--- src/cmp_digital_pkg.sv ---
// Purpose: Shared constants and types for the comparator digital interface
// Assumes: 8-bit register port with a 4-bit address
// Notes: Two identical comparator channels
package cmp_digital_pkg;
  localparam int ADDR_W = 4;
  localparam int DATA_W = 8;
  localparam int NUM_CMP = 2;
  // Register addresses, channel base plus offset, then shared registers at fixed addresses
  localparam logic [3:0] CMP_A_BASE = 4'h0;
  localparam logic [3:0] CMP_B_BASE = 4'h4;
  localparam logic [3:0] OFS_CTRL = 4'h0;
  localparam logic [3:0] OFS_MODE = 4'h1;
  localparam logic [3:0] OFS_MUX = 4'h2;
  localparam logic [3:0] IRQ_SRC_ADDR = 4'h8;
  localparam logic [3:0] EVT_STAT_ADDR = 4'h9;
  localparam logic [3:0] EVT_MASK_ADDR = 4'hA;
  // Control register fields
  localparam int CTRL_EN_BIT = 7;
  localparam int CTRL_OUT_BIT = 6;
  localparam int CTRL_RISE_BIT = 5;
  localparam int CTRL_FALL_BIT = 4;
  localparam int CTRL_HYP_LSB = 2;
  localparam int CTRL_HYN_LSB = 0;
  // Mode register fields
  localparam int MODE_RSVD_BIT = 7;
  localparam int MODE_RIE_BIT = 5;
  localparam int MODE_FIE_BIT = 4;
  localparam int MODE_RESP_LSB = 0;
  // Input select register fields
  localparam int MUX_POS_LSB = 0;
  localparam int MUX_NEG_LSB = 4;
  // Reset values
  localparam logic [1:0] RESP_RST = 2'h2;
  localparam logic [1:0] HYST_RST = 2'h0;
  localparam logic [3:0] SEL_RST = 4'h0;
  localparam logic [3:0] EVT_RST = 4'h0;
  localparam logic [1:0] SRC_RST = 2'h0;
  localparam logic [7:0] RDATA_RST = 8'h00;

  typedef struct packed {
    logic [3:0] addr;
    logic [7:0] wdata;
    logic wr;
    logic rd;
  } reg_req_t;

  typedef struct packed {
    logic enable;
    logic [1:0] hyst_pos;
    logic [1:0] hyst_neg;
    logic [1:0] resp_mode;
    logic [3:0] pos_sel;
    logic [3:0] neg_sel;
  } cmp_cfg_t;

  typedef struct packed {
    logic en;
    logic [1:0] hyp;
    logic [1:0] hyn;
    logic rise_flag;
    logic fall_flag;
    logic rise_ie;
    logic fall_ie;
    logic [1:0] resp;
    logic [3:0] pos_sel;
    logic [3:0] neg_sel;
  } cmp_state_t;

  localparam cmp_state_t CMP_STATE_RST = '{1'b0, HYST_RST, HYST_RST, 1'b0, 1'b0,
                                           1'b0, 1'b0, RESP_RST, SEL_RST, SEL_RST};
endpackage

--- src/cmp_digital_if.sv ---
// Purpose: Digital side of two voltage comparators
// Assumes: i_cmp_decide comes from the analog cores, asynchronous
// Notes: Raw outputs are combinational so they survive a stopped clock
//
// Behaviour
// - Enabled output is pos>neg, disabled forces zero
// - Synchronised latched output readable, interrupting, routable
// - Raw unclocked output valid without clock
// - Raw output feeds wake and reset logic
// - Separate rising and falling edge flags
// - Edges set flags regardless of enables
// - Flags stay set until software clears
// - Rising and falling interrupts enabled separately
// - Comparator interrupts need edge, source, global enables
// - Two-bit response time mode, four settings
// - Disabled comparator goes to shutdown
// - Both channels identical except wake/reset use
// - Software selects positive and negative inputs
// - Enable bit set to use, clear to shutdown
// - Control: enable, output, rise, fall bits
// - Mode: rise/fall enables, mode, bit7 one
`timescale 1ns/1ps
`default_nettype none
module cmp_digital_if
  import cmp_digital_pkg::*;
(
  input wire logic i_mclk, // System clock, 200 MHz
  input wire logic i_rst, // Async reset, active high
  input wire reg_req_t i_bus, // Register port request
  output logic [7:0] o_rdata, // Read data, cycle after read strobe
  input wire logic [1:0] i_cmp_decide, // Analog decisions, bit0 a, bit1 b
  input wire logic i_global_irq_en, // CPU global interrupt enable
  output cmp_cfg_t o_cmp_a_cfg, // Analog settings, channel a
  output cmp_cfg_t o_cmp_b_cfg, // Analog settings, channel b
  output logic o_cmp_a_latched_out, // Synchronised output a
  output logic o_cmp_b_latched_out, // Synchronised output b
  output logic o_cmp_a_raw_out, // Unclocked output a
  output logic o_cmp_b_raw_out, // Unclocked output b
  output logic o_cmp_a_irq, // Comparator a interrupt request
  output logic o_cmp_b_irq, // Comparator b interrupt request
  output logic o_irq // Masked event status interrupt
);

  function automatic logic [3:0] cmp_base(input int idx);
    cmp_base = (idx == 0) ? CMP_A_BASE : CMP_B_BASE;
  endfunction

  function automatic logic bus_hit(input reg_req_t req, input logic [3:0] addr);
    bus_hit = (req.addr == addr);
  endfunction

  cmp_state_t st_reg [NUM_CMP];
  cmp_state_t st_next [NUM_CMP];
  logic [NUM_CMP-1:0] raw_w;
  logic [NUM_CMP-1:0] sync1_reg;
  logic [NUM_CMP-1:0] sync2_reg;
  logic [NUM_CMP-1:0] prev_reg;
  logic [NUM_CMP-1:0] rise_evt;
  logic [NUM_CMP-1:0] fall_evt;
  logic [NUM_CMP-1:0] cmp_irq_reg;
  logic [NUM_CMP-1:0] cmp_irq_next;
  logic [1:0] src_en_reg;
  logic [1:0] src_en_next;
  logic [3:0] evt_stat_reg;
  logic [3:0] evt_stat_next;
  logic [3:0] evt_mask_reg;
  logic [3:0] evt_mask_next;
  logic irq_reg;
  logic irq_next;
  logic [7:0] rdata_reg;
  logic [7:0] rdata_next;
  logic [3:0] evt_set;

  genvar g;
  generate
    for (g = 0; g < NUM_CMP; g++) begin : g_cmp
      // Gating before the synchroniser keeps the raw path clock free
      assign raw_w[g] = i_cmp_decide[g] & st_reg[g].en;
      assign rise_evt[g] = sync2_reg[g] & ~prev_reg[g];
      assign fall_evt[g] = ~sync2_reg[g] & prev_reg[g];

      always_comb begin
        st_next[g] = st_reg[g];
        if (i_bus.wr && bus_hit(i_bus, cmp_base(g) + OFS_CTRL)) begin
          st_next[g].en = i_bus.wdata[CTRL_EN_BIT];
          st_next[g].rise_flag = i_bus.wdata[CTRL_RISE_BIT];
          st_next[g].fall_flag = i_bus.wdata[CTRL_FALL_BIT];
          st_next[g].hyp = i_bus.wdata[CTRL_HYP_LSB +: 2];
          st_next[g].hyn = i_bus.wdata[CTRL_HYN_LSB +: 2];
        end
        if (i_bus.wr && bus_hit(i_bus, cmp_base(g) + OFS_MODE)) begin
          st_next[g].rise_ie = i_bus.wdata[MODE_RIE_BIT];
          st_next[g].fall_ie = i_bus.wdata[MODE_FIE_BIT];
          st_next[g].resp = i_bus.wdata[MODE_RESP_LSB +: 2];
        end
        if (i_bus.wr && bus_hit(i_bus, cmp_base(g) + OFS_MUX)) begin
          st_next[g].pos_sel = i_bus.wdata[MUX_POS_LSB +: 4];
          st_next[g].neg_sel = i_bus.wdata[MUX_NEG_LSB +: 4];
        end
        // Hardware set wins over a software clear in the same cycle
        if (rise_evt[g]) begin
          st_next[g].rise_flag = 1'b1;
        end
        if (fall_evt[g]) begin
          st_next[g].fall_flag = 1'b1;
        end
        cmp_irq_next[g] = ((st_next[g].rise_flag & st_next[g].rise_ie) |
                           (st_next[g].fall_flag & st_next[g].fall_ie)) &
                          src_en_next[g] & i_global_irq_en;
      end

      always_ff @(posedge i_mclk or posedge i_rst) begin
        if (i_rst) begin
          st_reg[g] <= CMP_STATE_RST;
          sync1_reg[g] <= 1'b0;
          sync2_reg[g] <= 1'b0;
          prev_reg[g] <= 1'b0;
          cmp_irq_reg[g] <= 1'b0;
        end else begin
          st_reg[g] <= st_next[g];
          sync1_reg[g] <= raw_w[g];
          sync2_reg[g] <= sync1_reg[g];
          prev_reg[g] <= sync2_reg[g];
          cmp_irq_reg[g] <= cmp_irq_next[g];
        end
      end

      assign evt_set[2*g] = rise_evt[g];
      assign evt_set[2*g+1] = fall_evt[g];

    end
  endgenerate

  always_comb begin
    src_en_next = src_en_reg;
    evt_mask_next = evt_mask_reg;
    evt_stat_next = evt_stat_reg;
    rdata_next = RDATA_RST;
    if (i_bus.wr && bus_hit(i_bus, IRQ_SRC_ADDR)) begin
      src_en_next = i_bus.wdata[1:0];
    end
    if (i_bus.wr && bus_hit(i_bus, EVT_MASK_ADDR)) begin
      evt_mask_next = i_bus.wdata[3:0];
    end
    if (i_bus.rd && bus_hit(i_bus, EVT_STAT_ADDR)) begin
      evt_stat_next = EVT_RST;
    end
    evt_stat_next = evt_stat_next | evt_set;
    irq_next = |(evt_stat_next & evt_mask_next);
    if (i_bus.rd) begin
      for (int i = 0; i < NUM_CMP; i++) begin
        if (bus_hit(i_bus, cmp_base(i) + OFS_CTRL)) begin
          rdata_next = {st_reg[i].en, sync2_reg[i], st_reg[i].rise_flag, st_reg[i].fall_flag,
                        st_reg[i].hyp, st_reg[i].hyn};
        end
        if (bus_hit(i_bus, cmp_base(i) + OFS_MODE)) begin
          rdata_next = {1'b1, 1'b0, st_reg[i].rise_ie, st_reg[i].fall_ie,
                        2'h0, st_reg[i].resp};
        end
        if (bus_hit(i_bus, cmp_base(i) + OFS_MUX)) begin
          rdata_next = {st_reg[i].neg_sel, st_reg[i].pos_sel};
        end
      end
      if (bus_hit(i_bus, IRQ_SRC_ADDR)) begin
        rdata_next = {6'h00, src_en_reg};
      end
      if (bus_hit(i_bus, EVT_STAT_ADDR)) begin
        rdata_next = {4'h0, evt_stat_reg};
      end
      if (bus_hit(i_bus, EVT_MASK_ADDR)) begin
        rdata_next = {4'h0, evt_mask_reg};
      end
    end
  end

  always_ff @(posedge i_mclk or posedge i_rst) begin
    if (i_rst) begin
      src_en_reg <= SRC_RST;
      evt_mask_reg <= EVT_RST;
      evt_stat_reg <= EVT_RST;
      irq_reg <= 1'b0;
      rdata_reg <= RDATA_RST;
    end else begin
      src_en_reg <= src_en_next;
      evt_mask_reg <= evt_mask_next;
      evt_stat_reg <= evt_stat_next;
      irq_reg <= irq_next;
      rdata_reg <= rdata_next;
    end
  end

  // Raw outputs are deliberately unclocked; everything else is a flop
  assign o_cmp_a_raw_out = raw_w[0];
  assign o_cmp_b_raw_out = raw_w[1];
  assign o_cmp_a_latched_out = sync2_reg[0];
  assign o_cmp_b_latched_out = sync2_reg[1];
  assign o_cmp_a_cfg = '{st_reg[0].en, st_reg[0].hyp, st_reg[0].hyn, st_reg[0].resp,
                         st_reg[0].pos_sel, st_reg[0].neg_sel};
  assign o_cmp_b_cfg = '{st_reg[1].en, st_reg[1].hyp, st_reg[1].hyn, st_reg[1].resp,
                         st_reg[1].pos_sel, st_reg[1].neg_sel};
  assign o_cmp_a_irq = cmp_irq_reg[0];
  assign o_cmp_b_irq = cmp_irq_reg[1];
  assign o_irq = irq_reg;
  assign o_rdata = rdata_reg;

endmodule // cmp_digital_if
`default_nettype wire

--- config.mk ---
export PLATFORM = sky130hd
export DESIGN_NAME = cmp_digital_if
export DESIGN_NICKNAME = d
export VERILOG_FILES = /design/src/cmp_digital_pkg.sv /design/src/cmp_digital_if.sv
export SDC_FILE = /design/constraint.sdc
export NUM_CORES = 1
export LEC_CHECK = 0
export BUFFER_PORTS_ARGS = -buffer_cell sky130_fd_sc_hd__buf_2
export CAP_MARGIN = 0
export CORE_MARGIN = 2
export CORE_UTILIZATION = 40
export CTS_BUF_LIST = sky130_fd_sc_hd__clkbuf_16
export DETAILED_ROUTE_END_ITERATION = 12
export GPL_TIMING_DRIVEN = 0
export PLACE_DENSITY = 0.63
export SYNTH_ARGS = -nofsm -noshare
export SYNTH_HDL_FRONTEND = slang
export SYNTH_SLANG_ARGS = --single-unit
--- constraint.sdc ---
create_clock -name i_mclk -period 2.8 [get_ports i_mclk]
set_input_delay 0.14 -clock i_mclk [delete_from_list [all_inputs] [get_ports i_mclk]]
set_output_delay 0.14 -clock i_mclk [all_outputs]
set_load 0.02 [all_outputs]
Word level (Yosys, flattened, before mapping)
Cells that the tools add are included.
Widths: inputs -> output; s select.
{"block": "op_classes", "muxes": 21, "eq_ne": 8, "bitwise": 22, "reduce_logical": 11}
{"cell": "$mux 8", "count": 10}
{"cell": "$mux 4", "count": 4}
{"cell": "$and 1x1->1", "count": 14}
{"cell": "$eq 4x3->1 const B", "count": 3}
{"cell": "$eq 4x4->1 const B", "count": 3}
{"cell": "$logic_and 1x1->1", "count": 9}
{"cell": "$mux 2", "count": 3}
{"cell": "$and 4x4->4", "count": 1}
{"cell": "$eq 4x1->1 const B", "count": 1}
{"cell": "$eq 4x2->1 const B", "count": 1}
{"cell": "$logic_not 4->1", "count": 1}
{"cell": "$mux 1", "count": 4}
{"cell": "$not 1->1", "count": 4}
{"cell": "$or 4x4->4", "count": 1}
{"cell": "$reduce_or 4->1", "count": 1}
{"cell": "$or 1x1->1", "count": 2}
{"block": "word_totals", "inputBits": 19, "wordCells": 95, "ff_bits": 65, "out_inout_bits": 45}

Longest topological paths before layout
{"block": "depth", "depth_word": 11, "depth_mapped": 6, "ltp_nobuf": 4}

Least setup slack after synthesis
No wires, ideal clock.
{"block": "synth_path", "kind": "input to register", "from": "input i_bus[10] (netlist name)", "to": "register rdata_reg[5] (netlist: o_rdata[5])", "stages": 5, "arrival_ns": 1.108, "setup_ns": 0.141, "slack_ns": 1.551, "path_buffers": 2, "t_required_ns": 2.659, "path_cell_list": "buf_4 -> buf_2 -> mux2_2 -> a221oi_1 -> a211oi_1"}
{"block": "synth_via", "elab_chain_len": 11}
{"element": "start: declaration", "line": "cmp_digital_if.sv:29", "rtl": "input wire reg_req_t i_bus,"}
{"element": "$logic_not 4->1", "line": "cmp_digital_if.sv:49", "rtl": "bus_hit = (req.addr == addr);"}
{"element": "$mux 8", "line": "cmp_digital_if.sv:152", "rtl": "if (bus_hit(i_bus, cmp_base(i) + OFS_CTRL)) begin"}
{"element": "$mux 8", "line": "cmp_digital_if.sv:156", "rtl": "if (bus_hit(i_bus, cmp_base(i) + OFS_MODE)) begin"}
{"element": "$mux 8", "line": "cmp_digital_if.sv:160", "rtl": "if (bus_hit(i_bus, cmp_base(i) + OFS_MUX)) begin"}
{"element": "$mux 8", "line": "cmp_digital_if.sv:152"}
{"element": "$mux 8", "line": "cmp_digital_if.sv:156"}
{"element": "$mux 8", "line": "cmp_digital_if.sv:160"}
{"element": "$mux 8", "line": "cmp_digital_if.sv:164", "rtl": "if (bus_hit(i_bus, IRQ_SRC_ADDR)) begin"}
{"element": "$mux 8", "line": "cmp_digital_if.sv:167", "rtl": "if (bus_hit(i_bus, EVT_STAT_ADDR)) begin"}
{"element": "$mux 8 *", "line": "cmp_digital_if.sv:170", "rtl": "if (bus_hit(i_bus, EVT_MASK_ADDR)) begin"}
{"element": "$mux 8 *", "line": "cmp_digital_if.sv:150", "rtl": "if (i_bus.rd) begin"}
{"element": "net rdata_next[5]", "line": "cmp_digital_if.sv:71", "rtl": "logic [7:0] rdata_next;"}
{"element": "end signal: assignment", "line": "cmp_digital_if.sv:188", "rtl": "rdata_reg <= rdata_next;"}
{"element": "end: declaration", "line": "cmp_digital_if.sv:70", "rtl": "logic [7:0] rdata_reg;"}
The timed path passes the listed nets; every way through them passes the cells marked *.
A chain may end at the register's enable or synchronous reset.

Final worst setup path
{"block": "layout_path", "from": "register sync2_reg[0] (netlist: o_cmp_a_latched_out)", "to": "register cmp_irq_reg[0] (netlist: o_cmp_a_irq)"}
{"block": "layout_via", "elab_chain_len": 7}
{"element": "start: declaration", "line": "cmp_digital_if.sv:56", "rtl": "logic [NUM_CMP-1:0] sync2_reg;"}
{"element": "start signal: indexed assignment", "line": "cmp_digital_if.sv:122", "rtl": "sync2_reg[g] <= sync1_reg[g];"}
{"element": "$not 1->1", "line": "cmp_digital_if.sv:80", "rtl": "assign fall_evt[g] = ~sync2_reg[g] & prev_reg[g];"}
{"element": "$and 1x1->1", "line": "cmp_digital_if.sv:80"}
{"element": "$mux 1", "line": "cmp_digital_if.sv:104", "rtl": "if (fall_evt[g]) begin"}
{"element": "$and 1x1->1", "line": "cmp_digital_if.sv:108", "rtl": "(st_next[g].fall_flag & st_next[g].fall_ie)) &"}
{"element": "$or 1x1->1 *", "line": "cmp_digital_if.sv:107", "rtl": "cmp_irq_next[g] = ((st_next[g].rise_flag & st_next[g].rise_ie) |"}
{"element": "$and 1x1->1 *", "line": "cmp_digital_if.sv:108"}
{"element": "$and 1x1->1 *", "line": "cmp_digital_if.sv:109", "rtl": "src_en_next[g] & i_global_irq_en;"}
{"element": "net cmp_irq_next[0]", "line": "cmp_digital_if.sv:61", "rtl": "logic [NUM_CMP-1:0] cmp_irq_next;"}
{"element": "end signal: indexed assignment", "line": "cmp_digital_if.sv:124", "rtl": "cmp_irq_reg[g] <= cmp_irq_next[g];"}
{"element": "end: declaration", "line": "cmp_digital_if.sv:60", "rtl": "logic [NUM_CMP-1:0] cmp_irq_reg;"}
Marks and branches as above.

==> results.cfg <==
[power]
p_seq_share_pct = 38.5
power.internal_mw = 2.272
p_leak_nw = 2.080
peakVddDrop_mv = 0.3712
p_sw_share_pct = 30.81
p_sw_mw = 1.012
powerDensity_nw_per_um2 = 771.5
combPwrFrac_pct = 27.7
p_clk_share_pct = 33.8

[timing]
fmax_ghz = 0.7039
rsz0062_at_grt = no
hold_viol = 0
worst_pin_slew_ns = 0.8273
drv_slew = 0
slew-limit-headroom_pct = 44.77
setup_viol = 0
finalCritPeriodShare_pct = 50.73
skew_ns = 0.004014
fin_setup_tns_ns = 0
post-route-min-period_ns = 1.421

[setup_path]
path_cells = nand2b_1 > o2111ai_1 > o221ai_1 > a221oi_2
required_ns = 3.04
cp_slowest_cell = dfrtp_1
end_kind = register
critPathMaxFanout = 6
arrival_ns = 1.66
cpPeakStageDelay_ns = 0.50
crit_type = register to register
critPathTopFamily = compound AO/OA/AOI/OAI gates
critPathLaunchType = register
cp.depth = 4
r2r_cells = 4
cp.buffers_inverters = 0

[min_path]
hp-class = input port to register
hold_path_depth = 2

[yosys]
synthesis.nets = 331
avgSynthCellArea_um2 = 11.17
yosys-top-cells-area = dfrtp_1 (45%), mux2_2 (8.4%), buf_4 (7.3%)
synthDistinctLibCells = 55
synth.top_cell.area_share_pct = 45.23
synth_area_leader_cell = dfrtp_1
yosysMostFrequentCell = dfrtp_1
synth_area_um2 = 3486
synthFlopType = dfrtp_1
ys_seq_area_share_pct = 46.73
synth_edf_count = 0
synthArstFlopShare_pct = 100.0
yosysWarnings = 0
ys_ff_latch = 65
syn_inst = 312
synth_top_cells_by_count = dfrtp_1 (63), buf_4 (34), mux2_2 (26)

[floorplanning]
coreArea_um2 = 8593
die_w_um = 97.35
die_area_um2 = 9477
initial_utilization_pct = 40.56
pin_count = 64
die_y_um = 97.35
rows = 34

[global_route]
met3_usage_pct = 5.108
globalRoute.busiestLayer = met2
grt-ovfl-total = 0
antenna_found_initial = 0
gr-usage-all-layers_pct = 18.70
grt_max_degree = 39
grt_pass1_vias = 2549
grt_pass1_wl_um = 13590
use_met1_pct = 25.29
grt_util_met2_pct = 29.49

[placed_design]
globalplace.congestion = 0.8530
hpwl_um = 6210
port_buffers = 62

[detailed_routing]
drc = 0
vias = 2664
wire_per_inst_um = 17.26
routed_via_density = 5.328
drt_first_iter_violations = 251
first_pass_iters = 5
routed_wl_um = 8630
postRouteAntennaNets = 0

[clock_network]
worstSkewPairLatency_ns = 0.34
cts_buffer_depth = 2
cts-htree-levels = 3
numCtsBuffers = 9
cts_tree = done
cts_root_buffer = clkbuf_16
numClockSinks = 65
clk_pin_slew_ns = 0.05

[final_layout]
area_delta_synth_final_pct = 22.11
final_core_util_pct = 49.53
fillers = 804
drive_gt1_share_pct = 46.68
layout.nets = 406
diodes = 0

[outcome]
status = finished clean

[flow_run]
drv_cap = 0
logic make-up after synthesis:
family                 synth area share (%)
multiplexers                          14.14
flip-flops                            46.73
buffers and inverters                 10.66
AND/OR/NAND/NOR                       14.43
AO/OA/AOI/OAI                         14.03
routing by layer:
| layer | vias up | routed length, um | part of all wire (%) |
|---|---|---|---|
| li1 | 1256 | - | - |
| met1 | 1322 | 3901 | 45 |
| met2 | 76 | 4050 | 47 |
| met3 | 10 | 553 | 6.4 |
| met4 | 0 | 125 | 1.4 |
| met5 | - | 0 | 0 |
repair_timing:
action	CTS	global route
hold buffers	1	0
resized for setup	0	0
endpoints found under the hold margin	31	0
setup endpoints to repair	0	0
setup buffers	0	0
metrics by stage:
| stage | power [mW] | cells | hold WS [ns] | cell area [um^2] | setup slack, ns |
|---|---|---|---|---|---|
| 3_3_place_gp | 2.169 | 482 | 0.3335 | 3931 | 0.2328 |
| 4_1_cts | 3.303 | 500 | 0.03611 | 4257 | 1.391 |
| 3_5_place_dp | 2.188 | 483 | 0.3355 | 3951 | 1.151 |
| 5_1_grt | 3.429 | 500 | 0.04708 | 4257 | 1.331 |
| 6_report | 3.284 | 500 | 0.03945 | 4257 | 1.379 |
| 2_1_floorplan | 1.926 | 312 | 0.2780 | 3486 | 1.037 |
worst paths after layout:
kind / from / to / slack (ns)
max in group asynchronous: i_rst / o_cmp_b_irq / 1.64
worst max register to register: o_cmp_a_latched_out / o_cmp_a_irq / 1.38
worst min register to register: sync1_reg[0] / o_cmp_a_latched_out / 0.35
worst max-delay path: o_cmp_a_latched_out / o_cmp_a_irq / 1.38
min in group asynchronous: i_rst / o_cmp_b_cfg[12] / 0.52
worst min-delay path: i_cmp_decide[0] / sync1_reg[0] / 0.04
final cells by class:
| type | count | area (um^2) | area share [%] |
|---|---|---|---|
| sequential | 65 | 1629 | 38.27 |
| multi-input combinational | 187 | 1485 | 34.89 |
| timing repair buffer | 64 | 340.3 | 7.995 |
| buffer | 47 | 322.8 | 7.584 |
| clock buffer | 9 | 225.2 | 5.291 |
| tap | 108 | 135.1 | 3.175 |
| clock inverter | 7 | 70.07 | 1.646 |
| inverter | 13 | 48.80 | 1.146 |
power groups by stage:
stage               clock network [mW]  logic, mW  registers, mW
floorplan                            0      0.665           1.26
global placement                     0      0.896           1.27
detailed placement                   0      0.908           1.28
CTS                               1.12      0.914           1.26
global route                      1.16      0.977           1.29
finish                            1.11      0.909           1.26
layout by cell type, fill, tap and decap left out, types with 9 or more instances in the layout:
| cell type | synthesis | routed |
|---|---|---|
| buf_2 | 8 | 70 |
| dfrtp_1 | 63 | 63 |
| clkbuf_16 | 0 | 9 |
| nand2_1 | 15 | 15 |
| buf_4 | 34 | 34 |
| nand3_1 | 10 | 10 |
| mux2_2 | 26 | 26 |
| inv_1 | 13 | 12 |
| or2_2 | 13 | 13 |
Power figures use the tool's default switching activity.
